==> src/scc_pkg.sv <==
// Shared constants for the clock tree control block
package scc_pkg;
  // Reset configuration word layout
  localparam int          CFG_W         = 32;
  localparam int          LOCALBUS_CLOCK_DOUBLE_BIT      = 0;
  localparam int          MEMORY_CLOCK_DOUBLE_BIT     = 1;
  localparam int          SYSTEM_PLL_FACTOR_LSB      = 4;
  localparam int          SYSTEM_PLL_FACTOR_W        = 4;
  localparam int          CORE_LSB      = 8;
  localparam int          CORE_W        = 7;
  localparam logic [CFG_W-1:0] HARD_CFG_DEFAULT = 32'h0000_0240;
  // System PLL factor codes
  localparam logic [3:0]  SYSTEM_PLL_FACTOR_MIN      = 4'h2;
  localparam logic [3:0]  SYSTEM_PLL_FACTOR_MAX      = 4'h6;
  // Core PLL field pieces
  localparam logic [1:0]  CORE_VCO_RSVD = 2'h3;
  localparam logic [3:0]  CORE_RATIO_0  = 4'h0;
  localparam logic [3:0]  CORE_RATIO_1  = 4'h1;
  localparam logic [3:0]  CORE_RATIO_2  = 4'h2;
  localparam logic [3:0]  CORE_RATIO_3  = 4'h3;
  localparam logic [2:0]  CORE_MULT_X2_1 = 3'h2;
  // Peripheral clock ratio codes
  localparam logic [1:0]  RATIO_OFF     = 2'h0;
  localparam logic [1:0]  RATIO_FULL    = 2'h1;
  localparam logic [1:0]  RATIO_HALF    = 2'h2;
  localparam logic [1:0]  RATIO_THIRD   = 2'h3;
  localparam logic [1:0]  CNT_ZERO      = 2'h0;
  localparam logic [1:0]  CNT_HALF      = 2'h1;
  localparam logic [1:0]  CNT_THIRD     = 2'h2;
  // Local bus divider select codes and half periods less one in internal ticks
  localparam logic [1:0]  LBDIV_2       = 2'h0;
  localparam logic [1:0]  LBDIV_4       = 2'h1;
  localparam logic [1:0]  LBDIV_8       = 2'h2;
  localparam logic [2:0]  LBHALF_2      = 3'h0;
  localparam logic [2:0]  LBHALF_4      = 3'h1;
  localparam logic [2:0]  LBHALF_8      = 3'h3;
  localparam int          N_UNITS       = 5;
  localparam int          PCIDMA_UNIT   = 4;
endpackage

==> src/scc_ratio_gate.sv <==
// Glitch-free ratio gate producing one peripheral clock enable
`timescale 1ns/1ns
module scc_ratio_gate #(
  parameter bit FULL_ONLY = 1'b0
) (
  input  wire logic         i_clk,
  input  wire logic         i_rst,
  input  wire logic         i_ce,
  input  wire logic         i_tick,
  input  wire logic [1:0]   i_ratio,
  output logic              o_en
);
  import scc_pkg::*;

  logic [1:0] ratio;
  logic [1:0] cnt;
  logic       en;
  logic [1:0] next_ratio;
  logic [1:0] next_cnt;
  logic       next_en;
  logic [1:0] req;

  always_comb begin
    req        = i_ratio;
    next_ratio = ratio;
    next_cnt   = cnt;
    next_en    = 1'b0;
    if (FULL_ONLY && (i_ratio != RATIO_OFF)) begin
      req = RATIO_FULL;
    end
    if (i_tick) begin
      // New ratio is taken only at a period boundary, so no pulse is cut short
      if (cnt == CNT_ZERO) begin
        next_ratio = req;
        next_en    = (req != RATIO_OFF);
        case (req)
          RATIO_HALF:  next_cnt = CNT_HALF;
          RATIO_THIRD: next_cnt = CNT_THIRD;
          default:     next_cnt = CNT_ZERO;
        endcase
      end else begin
        next_cnt = cnt - 2'h1;
      end
    end
  end

  always_ff @(posedge i_clk or posedge i_rst) begin
    if (i_rst) begin
      ratio <= RATIO_FULL;
      cnt   <= CNT_ZERO;
      en    <= 1'b0;
    end else if (i_ce) begin
      ratio <= next_ratio;
      cnt   <= next_cnt;
      en    <= next_en;
    end
  end

  assign o_en = en;
endmodule

==> src/scc_top.sv <==
// Clock tree control: source select, PLL decode, dividers and unit gates
`timescale 1ns/1ns
module scc_top
  import scc_pkg::*;
#(
  parameter int                   N_PCI_OUT = 5,
  parameter logic [CFG_W-1:0]     HARD_CFG  = HARD_CFG_DEFAULT
) (
  input  wire logic                  I_CLOCK,
  input  wire logic                  I_RST,
  input  wire logic                  I_CE,
  input  wire logic                  I_HOST_MODE,
  input  wire logic                  I_HOST_INPUT_CLOCK,
  input  wire logic                  I_AGENT_INPUT_CLOCK,
  input  wire logic                  I_INPUT_HALVING_SELECT,
  input  wire logic [N_PCI_OUT-1:0]  I_PCI_OUT_ENABLE,
  input  wire logic                  I_USE_HARD_CFG,
  input  wire logic [CFG_W-1:0]      I_RESET_CONFIG_LOW,
  input  wire logic [1:0]            I_LOCALBUS_DIVIDER_FIELD,
  input  wire logic [2*N_UNITS-1:0]  I_UNIT_RATIO,
  output logic                       O_SYNC_CLOCK_OUT,
  output logic [N_PCI_OUT-1:0]       O_PCI_CLOCK_OUTPUTS,
  output logic                       O_CFG_LOADED,
  output logic [3:0]                 O_SYSTEM_BUS_MULT,
  output logic                       O_SYSTEM_PLL_RESERVED,
  output logic [2:0]                 O_CORE_MULT_X2,
  output logic                       O_CORE_PLL_BYPASS,
  output logic                       O_CORE_PLL_RESERVED,
  output logic                       O_MEMORY_CLOCK_DOUBLE,
  output logic                       O_LOCALBUS_CLOCK_DOUBLE,
  output logic                       O_SYSTEM_BUS_TICK,
  output logic                       O_MEMORY_INTERNAL_TICK,
  output logic                       O_MEMORY_BUS_CLOCK,
  output logic                       O_MEMORY_BUS_CLOCK_N,
  output logic [1:0]                 O_LOCALBUS_CLOCK_OUTPUTS,
  output logic [N_UNITS-1:0]         O_UNIT_CLOCK_EN
);
  import scc_pkg::*;

  if (N_PCI_OUT < 1 || N_PCI_OUT > 8) begin : g_bad_n
    $error("N_PCI_OUT must lie in 1..8");
  end

  // Pin synchronisers: mode, host clock, agent clock, halving select
  logic [3:0]             pin_s1;
  logic [3:0]             pin_s2;
  logic                   prim_d;
  logic                   half_q;
  logic                   sync_q;
  logic [N_PCI_OUT-1:0]   pci_en;
  logic [N_PCI_OUT-1:0]   pci_q;
  logic [CFG_W-1:0]       cfg;
  logic                   loaded;
  logic                   phase;
  logic                   mem_q;
  logic                   mem_tick_q;
  logic [2:0]             lb_cnt;
  logic [2:0]             lb_half;
  logic                   lb_q;

  logic                   host_mode;
  logic                   halve_sel;
  logic                   prim;
  logic                   next_half_q;
  logic                   next_sync_q;
  logic [N_PCI_OUT-1:0]   next_pci_en;
  logic [N_PCI_OUT-1:0]   next_pci_q;
  logic [CFG_W-1:0]       next_cfg;
  logic                   next_loaded;
  logic                   next_phase;
  logic                   next_mem_q;
  logic                   next_mem_tick_q;
  logic [2:0]             next_lb_cnt;
  logic [2:0]             next_lb_half;
  logic                   next_lb_q;
  logic [3:0]             system_pll_factor;
  logic [1:0]             core_vco;
  logic [3:0]             core_ratio;
  logic                   core_half;
  logic                   system_pll_factor_ok;
  logic                   csb_tick;
  logic                   mem_tick;
  logic                   lb_tick;
  logic [2:0]             lb_half_req;

  assign host_mode = pin_s2[0];
  assign halve_sel = pin_s2[3];
  // Agent mode ignores the host clock entirely
  assign prim      = host_mode ? pin_s2[1] : pin_s2[2];

  // Source select, halver and PCI output gating
  always_comb begin
    next_half_q = half_q;
    next_pci_en = pci_en;
    if (prim && !prim_d) begin
      next_half_q = ~half_q;
    end
    next_sync_q = halve_sel ? prim : half_q;
    // Enables switch only while sync clock is low, so no runt pulse appears
    if (!sync_q) begin
      next_pci_en = I_PCI_OUT_ENABLE;
    end
    next_pci_q = {N_PCI_OUT{sync_q}} & pci_en;
  end

  always_ff @(posedge I_CLOCK or posedge I_RST) begin
    if (I_RST) begin
      pin_s1 <= 4'h0;
      pin_s2 <= 4'h0;
      prim_d <= 1'b0;
      half_q <= 1'b0;
      sync_q <= 1'b0;
      pci_en <= '0;
      pci_q  <= '0;
    end else if (I_CE) begin
      pin_s1 <= {I_INPUT_HALVING_SELECT, I_AGENT_INPUT_CLOCK, I_HOST_INPUT_CLOCK, I_HOST_MODE};
      pin_s2 <= pin_s1;
      prim_d <= prim;
      half_q <= next_half_q;
      sync_q <= next_sync_q;
      pci_en <= next_pci_en;
      pci_q  <= next_pci_q;
    end
  end

  // Configuration word capture: once, on the first enabled edge after reset
  always_comb begin
    next_cfg    = cfg;
    next_loaded = loaded;
    if (!loaded) begin
      next_cfg    = I_USE_HARD_CFG ? HARD_CFG : I_RESET_CONFIG_LOW;
      next_loaded = 1'b1;
    end
  end

  always_ff @(posedge I_CLOCK or posedge I_RST) begin
    if (I_RST) begin
      cfg    <= '0;
      loaded <= 1'b0;
    end else if (I_CE) begin
      cfg    <= next_cfg;
      loaded <= next_loaded;
    end
  end

  // Field decode; core field bit 0 is the least significant, at CORE_LSB
  assign system_pll_factor       = cfg[SYSTEM_PLL_FACTOR_LSB +: SYSTEM_PLL_FACTOR_W];
  assign core_vco   = cfg[CORE_LSB+5 +: 2];
  assign core_ratio = cfg[CORE_LSB+1 +: 4];
  assign core_half  = cfg[CORE_LSB];
  assign system_pll_factor_ok    = (system_pll_factor >= SYSTEM_PLL_FACTOR_MIN) && (system_pll_factor <= SYSTEM_PLL_FACTOR_MAX);

  always_comb begin
    O_SYSTEM_PLL_RESERVED = !system_pll_factor_ok;
    O_SYSTEM_BUS_MULT     = 4'h0;
    if (system_pll_factor_ok) begin
      // Halving select low means sync in runs at half the primary clock
      O_SYSTEM_BUS_MULT = halve_sel ? system_pll_factor : 4'(system_pll_factor << 1);
    end
    O_CORE_PLL_BYPASS   = (core_ratio == CORE_RATIO_0) && !core_half;
    O_CORE_PLL_RESERVED = 1'b0;
    O_CORE_MULT_X2      = CORE_MULT_X2_1;
    case (core_ratio)
      CORE_RATIO_0: O_CORE_PLL_RESERVED = core_half;
      CORE_RATIO_1, CORE_RATIO_2:
        O_CORE_MULT_X2 = {core_ratio[1:0], core_half};
      CORE_RATIO_3: begin
        O_CORE_MULT_X2      = {core_ratio[1:0], 1'b0};
        O_CORE_PLL_RESERVED = core_half;
      end
      default: O_CORE_PLL_RESERVED = 1'b1;
    endcase
    if (!O_CORE_PLL_BYPASS && core_vco == CORE_VCO_RSVD) begin
      O_CORE_PLL_RESERVED = 1'b1;
    end
  end

  // Time-scaled model: system bus tick every second cycle, doubled domains every cycle
  assign csb_tick = phase;
  assign mem_tick = cfg[MEMORY_CLOCK_DOUBLE_BIT] ? 1'b1 : csb_tick;
  assign lb_tick  = cfg[LOCALBUS_CLOCK_DOUBLE_BIT] ? 1'b1 : csb_tick;

  always_comb begin
    case (I_LOCALBUS_DIVIDER_FIELD)
      LBDIV_4: lb_half_req = LBHALF_4;
      LBDIV_8: lb_half_req = LBHALF_8;
      default: lb_half_req = LBHALF_2;
    endcase
    next_phase      = ~phase;
    next_mem_tick_q = mem_tick;
    next_mem_q      = mem_tick ? ~mem_q : mem_q;
    next_lb_cnt     = lb_cnt;
    next_lb_half    = lb_half;
    next_lb_q       = lb_q;
    if (lb_tick) begin
      if (lb_cnt >= lb_half) begin
        next_lb_cnt = 3'h0;
        next_lb_q   = ~lb_q;
        // Divider change taken only at a falling edge, which ends a full period
        if (lb_q) begin
          next_lb_half = lb_half_req;
        end
      end else begin
        next_lb_cnt = lb_cnt + 3'h1;
      end
    end
  end

  always_ff @(posedge I_CLOCK or posedge I_RST) begin
    if (I_RST) begin
      phase      <= 1'b0;
      mem_q      <= 1'b0;
      mem_tick_q <= 1'b0;
      lb_cnt     <= 3'h0;
      lb_half    <= LBHALF_2;
      lb_q       <= 1'b0;
    end else if (I_CE) begin
      phase      <= next_phase;
      mem_q      <= next_mem_q;
      mem_tick_q <= next_mem_tick_q;
      lb_cnt     <= next_lb_cnt;
      lb_half    <= next_lb_half;
      lb_q       <= next_lb_q;
    end
  end

  // Peripheral unit gates; last unit is the full-rate-only PCI/DMA complex
  for (genvar u = 0; u < N_UNITS; u++) begin : g_unit
    scc_ratio_gate #(
      .FULL_ONLY (u == PCIDMA_UNIT)
    ) u_gate (
      .i_clk   (I_CLOCK),
      .i_rst   (I_RST),
      .i_ce    (I_CE),
      .i_tick  (csb_tick),
      .i_ratio (I_UNIT_RATIO[2*u +: 2]),
      .o_en    (O_UNIT_CLOCK_EN[u])
    );
  end

  assign O_SYNC_CLOCK_OUT         = sync_q;
  assign O_PCI_CLOCK_OUTPUTS      = pci_q;
  assign O_CFG_LOADED             = loaded;
  assign O_MEMORY_CLOCK_DOUBLE    = cfg[MEMORY_CLOCK_DOUBLE_BIT];
  assign O_LOCALBUS_CLOCK_DOUBLE  = cfg[LOCALBUS_CLOCK_DOUBLE_BIT];
  assign O_SYSTEM_BUS_TICK        = phase;
  assign O_MEMORY_INTERNAL_TICK   = mem_tick_q;
  assign O_MEMORY_BUS_CLOCK       = mem_q;
  assign O_MEMORY_BUS_CLOCK_N     = ~mem_q;
  assign O_LOCALBUS_CLOCK_OUTPUTS = {lb_q, lb_q};
endmodule

==> config.mk <==
export PLATFORM = sky130hd
export DESIGN_NAME = scc_top
export DESIGN_NICKNAME = d
export VERILOG_FILES = /design/src/scc_pkg.sv /design/src/scc_ratio_gate.sv /design/src/scc_top.sv
export SDC_FILE = /design/constraint.sdc
export NUM_CORES = 1
export LEC_CHECK = 0
export ABC_AREA = 1
export ABC_CLOCK_PERIOD_IN_PS = 4400
export BUFFER_PORTS_ARGS = -buffer_cell sky130_fd_sc_hd__buf_2
export CAP_MARGIN = 20
export CORE_ASPECT_RATIO = 1.4
export CORE_UTILIZATION = 50
export CTS_CLUSTER_SIZE = 20
export DETAILED_ROUTE_END_ITERATION = 6
export GPL_TIMING_DRIVEN = 0
export PLACE_DENSITY = 0.88
export SETUP_SLACK_MARGIN = 0.05
export SYNTH_ARGS = -nofsm -noshare
export SYNTH_HDL_FRONTEND = slang
export SYNTH_HIERARCHICAL = 1
export SYNTH_SLANG_ARGS = --single-unit
==> constraint.sdc <==
create_clock -name I_CLOCK -period 4.4 [get_ports I_CLOCK]
set_clock_uncertainty 0.1 [all_clocks]
set_input_delay 0.88 -clock I_CLOCK [delete_from_list [all_inputs] [get_ports I_CLOCK]]
set_output_delay 0.88 -clock I_CLOCK [all_outputs]
set_load 0.03 [all_outputs]
==> flow_metrics.py, run 1 <==
metrics = {
    "logic_synthesis": {
        "ys_ff_latch": 59,
        "syn_area_per_cell_um2": 8.20,
        "synth_area_leaders": "dfrtp_1 (53%), nand2_1 (13%), inv_1 (7.3%)",
        "synthCells": 339,
        "synth_fp_nets": 400,
        "yosys.area.top_type_share": 0.531,
        "yosys.cell_types.count": 24,
        "netlist_area_mm2": 0.00278,
        "yosys_warnings": 6,
        "yosys.area.top_type": "dfrtp_1",
        "synth-seq-area-share": 0.531,
    },
    "floorplan": {
        "io_pins": 87,
        "start_util": 0.527,
        "chipHeight_um": 90.2,
        "core_mm2": 0.00528,
        "fp-row-count": 31,
        "die_area_mm2": 0.00586,
        "die_w_um": 65.0,
    },
    "final_layout": {
        "final_common_cell": "nand2_1",
        "drive_above_1_share": 0.256,
        "nNetsFinal": 478,
        "area_growth_pct": 23.1,
        "layout.cells.non_filler": 488,
        "layout_common_cells": "nand2_1 (96), buf_2 (70), dfrtp_1 (59)",
        "antennaDiodeCount": 0,
    },
    "clock_tree": {
        "htree_levels": 3,
        "clock_path_buffers": 2,
        "clkSlewWorstSetupHoldPaths_ps": 70,
        "cts_tree": "done",
        "clock_insertion_delay_worst_skew_ps": 340,
        "cts_sinks": 59,
        "cts_resized": 0,
        "numCtsBuffers": 9,
        "postCtsHoldBufs": 0,
        "cts_setup_buffers": 0,
        "cts-root-buf": "clkbuf_8",
    },
    "grt": {
        "grt_overflow": 0,
        "grt_max_degree": 45,
        "grt_pass1_vias": 2252,
        "antenna_found_initial": 0,
        "grt_usage": 0.206,
        "grt_pass1_wl_um": 9240,
    },
    "power": {
        "power.density_mw_per_mm2": 586,
        "p_total_mw": 2.00,
        "vdd_drop_max_v": 0.000349,
        "p_leak_nw": 1.91,
    },
    "sta": {
        "tns_ps": 0,
        "min_period_ps": 2510,
        "rsz0062_at_grt": "no",
        "slew_viol_final": 0,
        "tightestPinTransition_ps": 876,
        "post-route-period-util": 0.570,
        "finalHoldViolCount": 0,
        "fmax_mhz": 399,
        "setup_viol": 0,
        "max-slew-margin-rel": 0.415,
    },
    "critical_path": {
        "critPathRequiredTime_ps": 3420,
        "critPathMaxFanout": 8,
        "crit_slowest_cell": "dfrtp_1",
        "arrival_ps": 1530,
        "max_stage_delay_ps": 320,
        "crit_chain": "clkbuf_1 -> inv_1 -> nor3_1 -> buf_2",
        "critPathLaunchType": "register",
        "crit_path_end_kind": "primary output",
        "path_class": "register to primary output",
    },
    "placement": {
        "globalplace.congestion": 0.773,
        "placedCellCount": 472,
        "port_buffers": 67,
        "post-dp-hpwl_um": 4100,
    },
    "drt": {
        "dr_total_vias": 2433,
        "viasPerCell": 4.99,
        "drc": 0,
        "dr.pass1.iters": 5,
        "first_iter_violations": 141,
        "drt_wl_total_um": 5520,
        "detail_route.wl_per_cell_um": 11.3,
        "postRouteAntennaNets": 0,
    },
    "status": {
        "status": "complete, no violations",
    },
    "run": {
        "maxCapViolations": 0,
    },
    "worst_hold_path": {
        "hold_class": "input port to asynchronous set/reset pin",
    },
}
metrics by stage:
stage | setup WS, ps | area, um2 | hold WS [ps] | utilization
finish | 1890 | 3420 | 354 | 0.649
global route | 1770 | 3420 | 360 | 0.649
CTS | 1890 | 3420 | 347 | 0.649
detailed placement | 2270 | 3200 | 363 | 0.606
global placement | 1770 | 3200 | 357 | 0.606
floorplan | 1840 | 2780 | 342 | -
power breakdown:
part | internal (mW) | switching [mW] | leakage, nW | total, mW
Combinational | 0.222 | 0.423 | 1.07 | 0.645
Clock | 0.322 | 0.227 | 0.106 | 0.549
Sequential | 0.686 | 0.123 | 0.741 | 0.809
path summary, 6_finish.rpt:
check | startpoint | to | slack (ps) | depth (start not counted)
worst max-delay path | pin_s2[3] | O_SYSTEM_BUS_MULT[0] | 1890 | 4
worst min-delay path | I_RST | g_unit[3].u_gate/o_en | 350 | 2
worst max register to register | O_SYSTEM_BUS_TICK | lb_half[0] | 2840 | 5
worst min register to register | g_unit[2].u_gate/o_en | g_unit[2].u_gate/o_en | 380 | 2
max in group asynchronous | I_RST | cfg[1] | 2970 | 2
min in group I_CLOCK | g_unit[2].u_gate/o_en | g_unit[2].u_gate/o_en | 380 | 2
routing by layer:
metal | part of all wire | GRT usage | vias up
met5 | 0 | 0 | -
met4 | 0.025 | 0.119 | 0
met3 | 0.035 | 0.0266 | 8
met2 | 0.53 | 0.364 | 52
met1 | 0.41 | 0.231 | 1155
li1 | - | - | 1218
Yosys cell counts:
| cell | number |
|---|---|
| clkbuf_1 | 4 |
| buf_2 | 3 |
| nor3_1 | 1 |
| nand4_1 | 4 |
| buf_4 | 3 |
| or2_2 | 1 |
| nor2_2 | 6 |
| inv_2 | 1 |
| o21ai_1 | 6 |
| o211ai_1 | 1 |
| dfrtp_1 | 59 |
| nand2_1 | 96 |
| a22oi_1 | 1 |
| inv_1 | 54 |
| a21oi_1 | 4 |
| nor2_4 | 1 |
| o21ai_0 | 26 |
| nand3b_1 | 6 |
| xor2_1 | 2 |
| nand2_2 | 4 |
| nand3_1 | 26 |
| ha_1 | 4 |
| nor2_1 | 21 |
| mux2_2 | 5 |
cell type report:
cell class,instances,area [um2]
clock inverters,7,101
fillers,461,1850
inverters,55,206
flip-flops and latches,59,1480
plain buffers,10,52.6
well taps,66,82.6
multi-input cells,215,1040
repair buffers,67,335
clock buffers,9,124
state kept, by name, summed over array words and instances (netlist names), 2 cells and up:
signal and flops:
g_unit.u_gate/cnt 10, pci_en 5, cfg 13, lb_half 2
pin_s2 4, pin_s1 4, lb_cnt 3, g_unit.u_gate/o_en 5
O_PCI_CLOCK_OUTPUTS 5
kinds of logic (layout without fill, tap and decap cells):
kind of cell,Yosys count,in the layout,share of synthesized area
adders and majority gates,4,4,0.0180
AOI/OAI and AO/OA,38,38,0.0702
xor gates and xnor gates,2,2,0.00630
buffers and inverters,65,148,0.0932
muxes,5,5,0.0203
and+or+nand+nor,166,166,0.261
DFF,59,59,0.531
critical path, delay by kind of cell (launching register included):
family | cells | cell delay [ps]
buf+inv | 3 | 660
flops | 1 | 320
simple gates | 1 | 200
Power figures use the tool's default switching activity.
==> run 2: changes to the inputs <==
--- a/config.mk
+++ b/config.mk
@@ -5,16 +5,16 @@
 export SDC_FILE = /design/constraint.sdc
 export NUM_CORES = 1
 export LEC_CHECK = 0
-export ABC_AREA = 1
-export ABC_CLOCK_PERIOD_IN_PS = 4400
+export ABC_AREA = 0
+export ABC_CLOCK_PERIOD_IN_PS = 2300
 export BUFFER_PORTS_ARGS = -buffer_cell sky130_fd_sc_hd__buf_2
 export CAP_MARGIN = 20
 export CORE_ASPECT_RATIO = 1.4
-export CORE_UTILIZATION = 50
+export CORE_UTILIZATION = 46
 export CTS_CLUSTER_SIZE = 20
 export DETAILED_ROUTE_END_ITERATION = 6
 export GPL_TIMING_DRIVEN = 0
-export PLACE_DENSITY = 0.88
+export PLACE_DENSITY = 0.86
 export SETUP_SLACK_MARGIN = 0.05
 export SYNTH_ARGS = -nofsm -noshare
 export SYNTH_HDL_FRONTEND = slang
==> constraint.sdc (replaced) <==
create_clock -name I_CLOCK -period 2.3 [get_ports I_CLOCK]
set_clock_uncertainty 0.1 [all_clocks]
set_input_delay 0.46 -clock I_CLOCK [delete_from_list [all_inputs] [get_ports I_CLOCK]]
set_output_delay 0.46 -clock I_CLOCK [all_outputs]
set_load 0.03 [all_outputs]
==> run 2 against run 1 <==
Setup slack worse by 1800 ps. Clock-buffer cell count up 5. Die area up 7.8%. Critical path depth unchanged. Critical endpoint is now O_SYSTEM_BUS_MULT[1]. Register-to-register slack worse by 2400 ps.
==> flow_metrics.py, run 2 <==
metrics = {
    "status": {
        "status": "complete, no violations",
    },
    "logic_synthesis": {
        "synthCells": 258,
        "yosys.area.top_type": "dfrtp_1",
        "synthFlopType": "dfrtp_1",
        "synth-seq-area-share": 0.535,
        "synth_fp_nets": 319,
        "yosys_warnings": 6,
        "yosys.cell_types.count": 38,
        "async_flop_share": 1.00,
        "ys_ff_latch": 59,
        "yosys.area.top_type_share": 0.535,
        "synth_area_leaders": "dfrtp_1 (53%), mux2_2 (5.7%), nand2_1 (4.5%)",
        "synth_most_common_cell": "dfrtp_1",
        "synth-edff-count": 0,
        "syn_area_per_cell_um2": 10.7,
        "yosys-top-cells-count": "dfrtp_1 (59), nand2_1 (33), inv_1 (26), o21ai_0 (21), nor2_1 (16)",
        "netlist_area_mm2": 0.00276,
    },
    "placement": {
        "post-dp-hpwl_um": 3950,
        "dpl-instance-area_mm2": 0.00320,
        "dp_slack_ps": 192,
        "port_buffers": 67,
        "globalplace.congestion": 0.717,
        "placedCellCount": 396,
    },
    "drt": {
        "detail_route.wl_per_cell_um": 12.9,
        "wl_met1_um": 2220,
        "highest_layer": "met4",
        "drt_wl_total_um": 5340,
        "dr.pass1.iters": 4,
        "first_iter_violations": 103,
        "dr_wl_met2_um": 2810,
        "viasPerCell": 5.04,
        "dr_total_vias": 2081,
        "wl_met3_um": 211,
        "drc": 0,
        "postRouteAntennaNets": 0,
    },
    "power": {
        "vdd_drop_max_v": 0.000568,
        "p_total_mw": 3.90,
        "power.density_mw_per_mm2": 1130,
        "p_leak_nw": 1.77,
    },
    "grt": {
        "grt_overflow": 0,
        "grt_usage": 0.193,
        "antenna_found_initial": 0,
        "grt_pass1_vias": 2128,
        "grt_max_degree": 29,
        "grt_pass1_wl_um": 9050,
    },
    "critical_path": {
        "critPathRequiredTime_ps": 1740,
        "path_class": "register to primary output",
        "crit_path_end_kind": "primary output",
        "critPathMaxFanout": 4,
        "crit_chain": "and3_1 -> or3_4 -> nor2_1 -> clkbuf_4",
        "critPathLaunchType": "register",
        "cp_num_buf_inv": 1,
        "arrival_ps": 1630,
        "max_stage_delay_ps": 410,
        "cp_top_family": "simple AND/OR/NAND/NOR gates",
        "crit_slowest_cell": "dfrtp_1",
    },
    "clock_tree": {
        "clkSlewWorstSetupHoldPaths_ps": 60,
        "clock_insertion_delay_worst_skew_ps": 330,
        "cts_sinks": 59,
        "cts-root-buf": "clkbuf_8",
        "numCtsBuffers": 9,
        "clock_path_buffers": 2,
        "htree_levels": 3,
        "cts_tree": "done",
    },
    "final_layout": {
        "largest_reg_flops": 13,
        "stdcell_area_mm2": 0.00345,
        "top_register": "cfg",
        "drive_above_1_share": 0.350,
        "antennaDiodeCount": 0,
        "fin_util": 0.592,
        "nNetsFinal": 400,
        "largestRegisters": "cfg: 13 flops, g_unit.u_gate/cnt: 10 flops",
        "layout_common_cells": "buf_2 (65), dfrtp_1 (59), nand2_1 (33)",
        "final_common_cell": "buf_2",
        "area_growth_pct": 24.8,
        "layout.cells.non_filler": 413,
    },
    "floorplan": {
        "io_pins": 87,
        "chipHeight_um": 93.7,
        "core_mm2": 0.00582,
        "fp-row-count": 33,
        "die_w_um": 67.5,
        "start_util": 0.474,
        "die_area_mm2": 0.00632,
    },
    "sta": {
        "rsz0062_at_grt": "no",
        "min_period_ps": 2190,
        "finalHoldViolCount": 0,
        "fmax_mhz": 457,
        "slew_viol_final": 0,
        "fin_ws_ps": 114,
        "max-slew-margin-rel": 0.513,
        "tightestPinTransition_ps": 730,
        "whs_ps": 265,
        "setup_viol": 0,
        "tns_ps": 0,
        "post-route-period-util": 0.950,
    },
    "run": {
        "maxCapViolations": 0,
    },
    "worst_hold_path": {
        "hold_class": "input port to register",
    },
}
==> run 2: cell count changes in the layout (fill, tap and decap cells not counted), sizes merged, moves of 3 or more <==
cell    delta
a21o       +4
nand2b    +15
nand2     -66
nand3     -21
mux2      +11
o32ai      +4
nor2      -12
mux2i      +4
inv       -30
nand4      -4
clkbuf     +7
o21ai      -5
nor3       +3
==> run 2: cell type report <==
cell class,count,area [um2]
Buffer,9,46.3
Clock buffer,14,183
Clock inverter,1,30.0
Fill cell,483,2370
Inverter,26,97.6
Multi-Input combinational cell,164,1150
Sequential cell,59,1480
Tap cell,70,87.6
Timing Repair Buffer,70,380
==> run 2: logic make-up after synthesis <==
kind of cell	share of synthesized area
and+or+nand+nor	0.188
DFF	0.535
AOI/OAI and AO/OA	0.109
buffers and inverters	0.0521
muxes	0.0825
xor gates and xnor gates	0.0159
adders and majority gates	0.0181
==> run 2: metal layers <==
layer	global-route usage	vias up
li1	-	1016
met1	0.214	1002
met2	0.337	55
met3	0.0267	8
met4	0.117	0
met5	0	-
==> run 2: repair_timing <==
action,CTS,global route
hold endpoints to repair,15,0
endpoints found under the setup margin,2,3
buffers inserted,0,1
gates resized for setup,2,2
hold buffers,1,0
==> run 2: power breakdown <==
group | leakage [nW] | internal [mW] | switching, mW
Combinational | 0.919 | 0.566 | 0.747
Clock | 0.109 | 0.613 | 0.373
Sequential | 0.738 | 1.34 | 0.263
==> run 2: worst paths after layout <==
path                                     from                endpoint  slack (ps)  cells past startpoint
setup / recovery                       cfg[4]    O_SYSTEM_BUS_MULT[1]         110                      4
hold / removal             I_HOST_INPUT_CLOCK               pin_s1[1]         260                      2
setup reg to reg            O_SYSTEM_BUS_TICK              lb_half[1]         450                      3
hold reg to reg                        half_q                  half_q         370                      1
max in group asynchronous               I_RST  O_PCI_CLOCK_OUTPUTS[1]        1010                      4
min in group asynchronous               I_RST   g_unit[0].u_gate/o_en         520                      3
==> run 2: worst reg2reg max path, stage by stage, from the launching register on <==
cell	delay, ps
dfrtp_1	810
o21ai_4	190
nor3b_2	310
mux2_4	330
